**config.mk**
```make
export PLATFORM = sky130hd
export DESIGN_NAME = asc_sequencer_control
export DESIGN_NICKNAME = d
export VERILOG_FILES = /design/src/asc_pkg.sv /design/src/asc_sequencer_control.sv /design/src/asc_edge_sync.sv /design/src/asc_sar_core.sv
export SDC_FILE = /design/constraint.sdc
export NUM_CORES = 1
export LEC_CHECK = 0
export ABC_AREA = 1
export BUFFER_PORTS_ARGS = -buffer_cell sky130_fd_sc_hd__buf_2
export CAP_MARGIN = 40
export CORE_ASPECT_RATIO = 0.7
export CORE_MARGIN = 2
export CORE_UTILIZATION = 25
export CTS_BUF_LIST = sky130_fd_sc_hd__clkbuf_8
export DETAILED_ROUTE_END_ITERATION = 10
export SYNTH_ARGS = -nofsm -noshare
export SYNTH_HDL_FRONTEND = slang
export SYNTH_SLANG_ARGS = --single-unit
export TNS_END_PERCENT = 100
```
**constraint.sdc**
```tcl
create_clock -name clock_i -period 3.4 [get_ports clock_i]
set_clock_uncertainty 0.15 [all_clocks]
set_input_delay 0.17 -clock clock_i [delete_from_list [all_inputs] [get_ports clock_i]]
set_output_delay 0.17 -clock clock_i [all_outputs]
set_load 0.05 [all_outputs]
```
**src/asc_pkg.sv**
```systemverilog
/*
  asc_pkg: constants, types and helper functions of the converter sequencer.
  Assumes a 40 ns system clock; all cycle counts are derived from it here.
*/
package asc_pkg;

  ////////////////////////////////////////////////////////////////////////////
  // timing
  localparam int CLK_PERIOD_NS = 40;
  localparam int CONV_TIME_NS  = 30000;
  localparam int CONV_CYCLES   = CONV_TIME_NS / CLK_PERIOD_NS;
  // one sample step, then one step per result bit
  localparam int SAR_STEPS     = 9;
  // rounds down: the figure is approximate, shorter is the safe side
  localparam int STEP_CYCLES   = CONV_CYCLES / SAR_STEPS;
  localparam int STEP_CNT_W    = 8;
  localparam int CONV_CNT_W    = 10;

  ////////////////////////////////////////////////////////////////////////////
  // converter mode register layout
  localparam int MODE_W       = 8;
  localparam int MODE_RUN_BIT = 7;
  localparam int MODE_HW_BIT  = 6;
  localparam int MODE_SEL_BIT = 5;
  localparam int MODE_CH_LSB  = 0;
  localparam int CH_W         = 3;
  localparam int RES_W        = 8;
  localparam logic [MODE_W-1:0] MODE_RESET   = 8'h00;
  localparam logic [RES_W-1:0]  RESULT_RESET = 8'h00;
  localparam logic [CH_W-1:0]   CH_RESET     = 3'h0;

  ////////////////////////////////////////////////////////////////////////////
  // states
  typedef enum {ASC_STOPPED, ASC_ARMED, ASC_RUNNING} asc_state_e;
  typedef enum {SAR_IDLE, SAR_SAMPLE, SAR_BITS} asc_sar_state_e;

  ////////////////////////////////////////////////////////////////////////////
  // channel helpers
  function automatic logic [CH_W-1:0] mode_channel(input logic [MODE_W-1:0] mode);
    mode_channel = mode[MODE_CH_LSB +: CH_W];
  endfunction

  // scan always begins at input 0; select sits on the programmed input
  function automatic logic [CH_W-1:0] first_channel(input logic [MODE_W-1:0] mode);
    first_channel = mode[MODE_SEL_BIT] ? mode_channel(mode) : CH_RESET;
  endfunction

  function automatic logic [CH_W-1:0] next_channel(input logic [CH_W-1:0] ch,
                                                   input logic [CH_W-1:0] last);
    next_channel = (ch == last) ? CH_RESET : ch + 3'h1;
  endfunction

endpackage

```
**src/asc_sequencer_control.sv**
```systemverilog
/*
  asc_sequencer_control: converter sequencer for eight multiplexed inputs,
  with mode register, result register and completion request.
  Assumes an analog mux, trial DAC and comparator outside, driven from the
  outputs here; the trigger pin is asynchronous, the mode write is not.
*/
`timescale 1ns/1ns
module asc_sequencer_control
  import asc_pkg::*;
(
  // clock and reset
  input  wire logic              clock_i,
  input  wire logic              reset_i,
  input  wire logic              enable_i,
  // converter mode register write port
  input  wire logic              mode_wr_i,
  input  wire logic [MODE_W-1:0] mode_wdata_i,
  // trigger pin
  input  wire logic              external_trigger_irq_i,
  // analog front end
  input  wire logic              comparator_i,
  output logic [CH_W-1:0]        analog_input_n_sel_o,
  output logic                   sample_hold_o,
  output logic [RES_W-1:0]       dac_code_o,
  // status and results
  output logic [MODE_W-1:0]      converter_mode_reg_o,
  output logic [RES_W-1:0]       conversion_result_reg_o,
  output logic [CH_W-1:0]        result_channel_o,
  output logic                   busy_o,
  output logic                   conversion_done_irq_o
);

  asc_state_e        state_q, state_d;
  logic [MODE_W-1:0] mode_q, mode_d;
  logic [CH_W-1:0]   ch_q, ch_d;
  logic [CH_W-1:0]   res_ch_q, res_ch_d;
  logic [RES_W-1:0]  result_q, result_d;
  logic              start_q, start_d;
  logic              abort_q, abort_d;
  logic              irq_q, irq_d;
  logic              trig_edge;
  logic              sar_busy, sar_done;
  logic [RES_W-1:0]  sar_result;
  logic              hw_q, sel_q;
  logic [CH_W-1:0]   last_ch;

  ////////////////////////////////////////////////////////////////////////////
  // trigger pin and step engine
  asc_edge_sync u_trig (
    .clock_i  (clock_i),
    .reset_i  (reset_i),
    .enable_i (enable_i),
    .pin_i    (external_trigger_irq_i),
    .edge_o   (trig_edge)
  );

  asc_sar_core #(
    .W        (RES_W),
    .STEP_CYC (STEP_CYCLES)
  ) u_sar (
    .clock_i      (clock_i),
    .reset_i      (reset_i),
    .enable_i     (enable_i),
    .start_i      (start_q),
    .abort_i      (abort_q),
    .comparator_i (comparator_i),
    .sample_o     (sample_hold_o),
    .busy_o       (sar_busy),
    .done_o       (sar_done),
    .trial_o      (dac_code_o),
    .result_o     (sar_result)
  );

  ////////////////////////////////////////////////////////////////////////////
  // mode field decode
  assign hw_q    = mode_q[MODE_HW_BIT];
  assign sel_q   = mode_q[MODE_SEL_BIT];
  assign last_ch = mode_channel(mode_q);

  ////////////////////////////////////////////////////////////////////////////
  // sequencer
  always_comb begin
    state_d  = state_q;
    mode_d   = mode_q;
    ch_d     = ch_q;
    res_ch_d = res_ch_q;
    result_d = result_q;
    start_d  = 1'b0;
    abort_d  = 1'b0;
    irq_d    = 1'b0;
    if (mode_wr_i) begin
      // any write restarts from a clean step engine
      mode_d  = mode_wdata_i;
      abort_d = 1'b1;
      ch_d    = first_channel(mode_wdata_i);
      if (!mode_wdata_i[MODE_RUN_BIT])
        state_d = ASC_STOPPED;
      else if (mode_wdata_i[MODE_HW_BIT])
        state_d = ASC_ARMED;
      else
        state_d = ASC_RUNNING;
    end else begin
      unique case (state_q)
        ASC_STOPPED: begin
          state_d = ASC_STOPPED;
        end
        ASC_ARMED: begin
          if (trig_edge) begin
            state_d = ASC_RUNNING;
            ch_d    = first_channel(mode_q);
          end
        end
        ASC_RUNNING: begin
          if (hw_q && trig_edge) begin
            // a fresh trigger mid-pass restarts the pass
            abort_d = 1'b1;
            ch_d    = first_channel(mode_q);
          end else if (sar_done) begin
            result_d = sar_result;
            res_ch_d = ch_q;
            irq_d    = hw_q || !sel_q;
            if (sel_q)
              ch_d = last_ch;
            else
              ch_d = next_channel(ch_q, last_ch);
            if (hw_q && (sel_q || ch_q == last_ch))
              state_d = ASC_ARMED;
          end else if (!sar_busy && !start_q && !abort_q) begin
            start_d = 1'b1;
          end
        end
      endcase
    end
  end

  always_ff @(posedge clock_i) begin
    if (reset_i) begin
      state_q  <= ASC_STOPPED;
      mode_q   <= MODE_RESET;
      ch_q     <= CH_RESET;
      res_ch_q <= CH_RESET;
      result_q <= RESULT_RESET;
      start_q  <= 1'b0;
      abort_q  <= 1'b0;
      irq_q    <= 1'b0;
    end else if (enable_i) begin
      state_q  <= state_d;
      mode_q   <= mode_d;
      ch_q     <= ch_d;
      res_ch_q <= res_ch_d;
      result_q <= result_d;
      start_q  <= start_d;
      abort_q  <= abort_d;
      irq_q    <= irq_d;
    end
  end

  ////////////////////////////////////////////////////////////////////////////
  // outputs
  assign analog_input_n_sel_o    = ch_q;
  assign converter_mode_reg_o    = mode_q;
  assign conversion_result_reg_o = result_q;
  assign result_channel_o        = res_ch_q;
  assign busy_o                  = sar_busy;
  // single-cycle pulse, fit for a transfer engine as well as a vector
  assign conversion_done_irq_o   = irq_q;
endmodule

```
**src/asc_edge_sync.sv**
```systemverilog
/*
  asc_edge_sync: three-stage synchroniser and rising-edge detector for a pin.
  Assumes the pin is asynchronous to clock_i; the edge pulse is one cycle.
*/
`timescale 1ns/1ns
module asc_edge_sync
  import asc_pkg::*;
(
  // clock and reset
  input  wire logic clock_i,
  input  wire logic reset_i,
  input  wire logic enable_i,
  // pin and event
  input  wire logic pin_i,
  output logic      edge_o
);

  logic s1_q, s2_q, s3_q, level_q, edge_q;
  logic level_d, edge_d;

  ////////////////////////////////////////////////////////////////////////////
  // a change counts only once stages two and three agree
  always_comb begin
    level_d = (s2_q == s3_q) ? s3_q : level_q;
    edge_d  = level_d & ~level_q;
  end

  always_ff @(posedge clock_i) begin
    if (reset_i) begin
      s1_q    <= 1'b0;
      s2_q    <= 1'b0;
      s3_q    <= 1'b0;
      level_q <= 1'b0;
      edge_q  <= 1'b0;
    end else if (enable_i) begin
      s1_q    <= pin_i;
      s2_q    <= s1_q;
      s3_q    <= s2_q;
      level_q <= level_d;
      edge_q  <= edge_d;
    end
  end

  assign edge_o = edge_q;
endmodule

```
**src/asc_sar_core.sv**
```systemverilog
/*
  asc_sar_core: successive-approximation step engine, one bit per step.
  Assumes the comparator output is on clock_i's domain and settled by each
  step's end; abort wins over start.
*/
`timescale 1ns/1ns
module asc_sar_core
  import asc_pkg::*;
#(
  parameter int W        = RES_W,
  parameter int STEP_CYC = STEP_CYCLES
)(
  // clock and reset
  input  wire logic         clock_i,
  input  wire logic         reset_i,
  input  wire logic         enable_i,
  // control
  input  wire logic         start_i,
  input  wire logic         abort_i,
  input  wire logic         comparator_i,
  // status and data
  output logic              sample_o,
  output logic              busy_o,
  output logic              done_o,
  output logic [W-1:0]      trial_o,
  output logic [W-1:0]      result_o
);

  localparam int BIT_W = $clog2(W);

  asc_sar_state_e          state_q, state_d;
  logic [STEP_CNT_W-1:0]   step_q, step_d;
  logic [BIT_W-1:0]        bit_q, bit_d;
  logic [W-1:0]            trial_q, trial_d, result_q, result_d;
  logic                    done_q, done_d;
  logic                    step_end;

  ////////////////////////////////////////////////////////////////////////////
  always_comb begin
    state_d  = state_q;
    step_d   = step_q;
    bit_d    = bit_q;
    trial_d  = trial_q;
    result_d = result_q;
    done_d   = 1'b0;
    step_end = (step_q == STEP_CNT_W'(STEP_CYC - 1));
    unique case (state_q)
      SAR_IDLE: begin
        if (start_i) begin
          state_d = SAR_SAMPLE;
          step_d  = '0;
          trial_d = '0;
        end
      end
      SAR_SAMPLE: begin
        step_d = step_q + 1'b1;
        if (step_end) begin
          state_d = SAR_BITS;
          step_d  = '0;
          bit_d   = BIT_W'(W - 1);
          trial_d = {1'b1, {(W-1){1'b0}}};
        end
      end
      SAR_BITS: begin
        step_d = step_q + 1'b1;
        if (step_end) begin
          step_d         = '0;
          trial_d[bit_q] = comparator_i;
          if (bit_q == '0) begin
            state_d  = SAR_IDLE;
            done_d   = 1'b1;
            result_d = trial_d;
          end else begin
            bit_d              = bit_q - 1'b1;
            trial_d[bit_q - 1'b1] = 1'b1;
          end
        end
      end
    endcase
    if (abort_i) begin
      state_d = SAR_IDLE;
      done_d  = 1'b0;
    end
  end

  always_ff @(posedge clock_i) begin
    if (reset_i) begin
      state_q  <= SAR_IDLE;
      step_q   <= '0;
      bit_q    <= '0;
      trial_q  <= '0;
      result_q <= '0;
      done_q   <= 1'b0;
      sample_o <= 1'b0;
      busy_o   <= 1'b0;
    end else if (enable_i) begin
      state_q  <= state_d;
      step_q   <= step_d;
      bit_q    <= bit_d;
      trial_q  <= trial_d;
      result_q <= result_d;
      done_q   <= done_d;
      sample_o <= (state_d == SAR_SAMPLE);
      busy_o   <= (state_d != SAR_IDLE);
    end
  end

  assign done_o   = done_q;
  assign trial_o  = trial_q;
  assign result_o = result_q;

  ////////////////////////////////////////////////////////////////////////////
  // helper: cycles spent converting, for the timing check
  logic [CONV_CNT_W-1:0] cyc_q;
  // reset clears it on any edge; otherwise it moves only on enabled edges, so a frozen clock leaves it alone too
  always_ff @(posedge clock_i) begin
    if (reset_i)
      cyc_q <= '0;
    else if (enable_i)
      cyc_q <= (state_q == SAR_IDLE) ? '0 : cyc_q + 1'b1;
  end
endmodule

```
# Word level (Yosys, flattened, before mapping)
# Index checks and enable logic that the tools add are counted.
# op_classes
add_sub_neg,3
n_lt_le_gt_ge,4
n_eq_ne,17
n_mux,56
bitwise,5
reduce_logical,27
# ops
cell,count
32-bit two-way mux,10
32-bit one-hot mux with 3 select lines,2
32-bit by 2-bit == test with 1-bit output (second input constant),3
32-bit by 1-bit == test with 1-bit output (second input constant),2
32-bit zero test,2
8-bit two-way mux,5
3-bit two-way mux,11
32-bit nonzero test,1
8-bit one-hot mux with 3 select lines,1
1-bit two-way mux,19
8-bit one-hot mux with 2 select lines,1
5-bit AND reduction,3
3-bit one-hot mux with 2 select lines,2
4-bit AND reduction,3
8-bit by 1-bit adder with 8-bit output (second input constant),1
8-bit bitwise mux,1
8-bit by 7-bit == test with 1-bit output (second input constant),1
3-bit by 4-bit less-than comparator with 1-bit output (second input constant),2
8-bit OR,1
1-bit demux with 3-bit select,2
3-bit by 1-bit >= comparator with 1-bit output (second input constant),2
1-bit logical AND,6
3-bit by 2-bit != test with 1-bit output (second input constant),2
3-bit != test (second input constant),2
other kinds (17),27
# word_totals
register_bits,124
input_bits,14
out_inout_bits,33
wordCells,133

# Logic depth before layout (Yosys ltp)
# depth
depth_word,9
ltp_mapped,13
mapped_depth_nobuf,13

# Hierarchy
# A second synthesis with hierarchy kept.
# hier_totals
hier_cells,653
hier_area_um2,4531.8
# by_module_without_submodules
mod,instances,cells_per_inst,area_each_um2,seq_area_each_um2
asc_sar_core,1,455,3084.2,1241.2
asc_sequencer_control,1,172,1253.7,540.5
asc_edge_sync,1,26,193.9,100.1

# Least setup slack after synthesis
# Ideal clock, no wire load.
# synth_timing
path_kind,register to register
startpoint,register mode_q[1] (netlist: converter_mode_reg_o[1])
endpoint,register state_q[0]
setup_time_ps,115
arrival_time_ps,1718
setup_slack_ps,1417
path_stages_with_launch,10
path_buffers,0
synth_period_minus_slack_ps,1983
path_cell_list,dfxtp_1 inv_1 nand2_1 o21ai_0 nor3_1 nor2_1 o21ai_0 o2111ai_1 nand2_1 nor2_1
# synth_between
elab_chain_len,5
# synth_rtl
item,line,text
"start, declared",asc_sequencer_control.sv:34,"logic [MODE_W-1:0] mode_q, mode_d;"
"start signal, assigned",asc_sequencer_control.sv:148,mode_q <= mode_d;
3-bit == test,asc_sequencer_control.sv:126,if (hw_q && (sel_q || ch_q == last_ch))
1-bit logical OR,asc_sequencer_control.sv:126,
1-bit logical AND,asc_sequencer_control.sv:126,
3-bit != test (no line),-,
5-bit AND reduction (no line),-,
"end signal, assigned",asc_sequencer_control.sv:147,state_q <= state_d;
"end, declared",asc_sequencer_control.sv:33,"asc_state_e state_q, state_d;"
# Every way passes these cells.
# A chain may end at the register's enable or synchronous reset.

# Final worst setup path
# layout_timing
startpoint,register u_sar.bit_q[0]
endpoint,register u_sar.state_q[27]
# layout_between
elab_chain_len,5
# layout_rtl
item,line,text
"start, declared",asc_sar_core.sv:33,"logic [BIT_W-1:0] bit_q, bit_d;"
"start signal, assigned",asc_sar_core.sv:99,bit_q <= bit_d;
3-bit zero test,asc_sar_core.sv:69,if (bit_q == '0) begin
32-bit two-way mux,asc_sar_core.sv:69,
32-bit two-way mux,asc_sar_core.sv:66,if (step_end) begin
32-bit one-hot mux with 3 select lines,asc_sar_core.sv:47,unique case (state_q)
32-bit two-way mux,asc_sar_core.sv:80,if (abort_i) begin
"end signal, assigned",asc_sar_core.sv:97,state_q <= state_d;
"end, declared",asc_sar_core.sv:31,"asc_sar_state_e state_q, state_d;"
# Every way passes these cells.

==> out/results.ini <==
[cts]
postCtsHoldBufs=12
cts_buffer_depth=2
clock_sinks=94
post_cts_buffers=0
htreeDepth=3
cts_resized=0
clock_insertion_delay_worst_skew_ns=0.36
cts_buffers=9
cts-root-buf=clkbuf_8
clk_pin_slew_ns=0.09
cts_tree=done

[timing]
slew_headroom_pct=41.8
tns_ns=0
setup_viol=0
fin_crit_ns=2.27
setup_ws_ns=1.13
worst_pin_slew_ns=0.867
rsz0062_at_grt=no
finalHoldViolations=0
drv_slew=0
holdWs_ns=0.0270
min_period_over_period_pct=66.7
fmaxAchievable_ghz=0.441

[drt]
antenna_left=0
drt_iter0_drc=343
first_pass_iters=5
drc=0
route.vias.total=4020
via_per_inst=4.51
wl_um=10700
wl_per_cell_um=12.0

[yosys]
ys_types=43
synth_seq_cells=94
ys_warn_count=0
syn_inst=607
syn_nets=626
yosysTopAreaCellShare_pct=42.2
synthesis.area_um2=4450
synth_area_leader_cell=dfxtp_1
ys_seq_area_share_pct=42.2
yosys-top-cells-area=dfxtp_1 42%, o21ai_0 7.6%, nand2_1 7.4%
syn_area_per_cell_um2=7.34
ys.flop_type=dfxtp_1
synth_edf_count=0
postSynth.asyncResetShare_pct=0

[floorplanning]
die_h_um=116
core_region_area_um2=17300
die_w_um=164
die-area_um2=18900
num_rows=40
pin_count=47
start_util_pct=25.7

[placed_design]
dp_slack_ns=1.20
routabilityCongestion=0.843
io_buffers=46
dpl.hpwl_um=7580

[global_routing]
antenna_found_initial=0
grt_pass1_vias=3710
globalRouteOverflowTotal=0
grt_pass1_wl_um=18300
grt.total_usage_pct=12.0
grt_max_degree=37

[power_and_ir_drop]
p_leak_uw=0.00219
finalPower_uw=2110
powerDensity_nw_per_um2=409
ir_worst_vdd_mv=0.208

[worst_setup_path]
startpoint_type=flop
r2r_start=u_sar.bit_q[0]
crit_path_max_incr_delay_ns=0.41
worst-r2r-setup-slack_ns=1.13
worst-path-stages=10
worstPathRequired_ns=3.50
cp_top_family=simple AND/OR/NAND/NOR gates
crit_top_cell=inv_1
r2r_end=u_sar.state_q[27]
crit_fanout=22
cp_slowest_cell=dfxtp_1
end_kind=flop
path_cells=inv_1 -> ha_1 -> inv_1 -> nor2_1 -> nand3_1 -> nand2_1 -> nand3_2 -> o211ai_2 -> nand2_4 -> and3_1
crit_buf_inv=2
crit_start=u_sar.bit_q[0]
critical_path.endpoint=u_sar.state_q[27]
arrival_ns=2.37
crit_type=flop to flop
reg2reg_depth=10

[outcome]
status=finished clean

[finish]
fin_util_pct=29.9
drive_above_1_share_pct=14.7
nets=674
antenna_cells=0
areaGrowthSynthToFinish_pct=16.1

[min_path]
worstHoldPathType=primary input to flop
hold_depth=2

[flow_run]
maxCapViolations=0

## how the worst min path moves through the flow
stage                       endpoint                    from  slack (ns)
floorplan                u_trig.s1_q  external_trigger_irq_i        0.15
global placement         u_trig.s1_q  external_trigger_irq_i        0.27
detailed placement       u_trig.s1_q  external_trigger_irq_i        0.26
CTS                 u_sar.state_q[0]                 reset_i        0.01
global route           u_trig.edge_o                 reset_i        0.02
finish              u_sar.state_q[0]                 reset_i        0.03
## cell type report
| class | instances | area (um2) |
|---|---|---|
| fillers | 1933 | 12100 |
| multi-input cells | 422 | 2190 |
| flip-flops and latches | 94 | 1880 |
| repair buffers | 63 | 388 |
| well taps | 231 | 289 |
| inverters | 65 | 244 |
| clock buffers | 11 | 151 |
| clock inverters | 5 | 26.3 |
## synth_stat cells (2+ instances only)
master / n
a21oi_1: 59
a31oi_1: 6
and3_1: 25
buf_1: 2
buf_2: 8
buf_6: 4
clkbuf_1: 12
dfxtp_1: 94
ha_1: 5
inv_1: 58
inv_2: 6
nand2_1: 88
nand2_2: 3
nand2_4: 3
nand2_8: 2
nand3_1: 43
nand4_1: 5
nor2_1: 81
nor2_2: 4
nor2_8: 2
nor3_1: 3
o2111ai_1: 2
o21ai_0: 68
o21ai_1: 2
o22ai_1: 3
xor2_1: 2
## worst register-to-register path, stage by stage (launching register included)
cell and delay, ns:
dfxtp_1 0.41, inv_1 0.24, ha_1 0.19, inv_1 0.07, nor2_1 0.28, nand3_1 0.14
nand2_1 0.13, nand3_2 0.09, o211ai_2 0.09, nand2_4 0.17, and3_1 0.19
## metal layers
layer  vias up  global-route usage (%)  part of all wire (%)
li1       2112                       -                     -
met1      1810                    18.6                    56
met2        94                    16.3                    37
met3         4                    3.26                   5.9
met4         0                    2.28                  0.52
met5         -                       0                     0
## cell families (layout without fill, tap and decap cells)
logic type	count (synthesis)	after routing	synth area share (%)
compound gates	147	147	17.8
xor+xnor	3	3	0.590
fa+ha+maj	5	5	1.40
buf+inv	91	144	8.57
flops	94	94	42.2
simple gates	267	267	29.4
## cell usage in the layout (no fill, tap or decap), types with 4 or more instances in the layout
cell type and instances:
dfxtp_1 94, nand2_1 88, nor2_1 81, o21ai_0 68
inv_1 60, a21oi_1 59, buf_2 46, nand3_1 43
and3_1 25, dlygate4sd3_1 12, clkbuf_8 11, inv_2 6
a31oi_1 6, nand4_1 5, ha_1 5, buf_4 5
nor2_2 4
## sequential cells by signal (all words and copies together), names as in the netlist, 2 cells and up
| signal | cells |
|---|---|
| u_sar.state_q | 32 |
| conversion_result_reg_o | 8 |
| converter_mode_reg_o | 8 |
| u_sar.result_o | 8 |
| u_sar.step_q | 8 |
| u_sar.trial_o | 8 |
| analog_input_n_sel_o | 3 |
| result_channel_o | 3 |
| u_sar.bit_q | 3 |
| state_q | 2 |
## power breakdown
part           switching, uW  internal (uW)  leakage (uW)
Clock                    389            300      0.000102
Combinational            188           82.9       0.00132
Sequential              25.8           1130      0.000763
## per-stage QoR
step	cells	area, um2
after floorplan	607	4450
after global placement	863	4870
after detailed placement	863	4870
after CTS	891	5170
after global routing	891	5170
final	891	5170
Note: power is estimated with default switching activity, not from simulation.
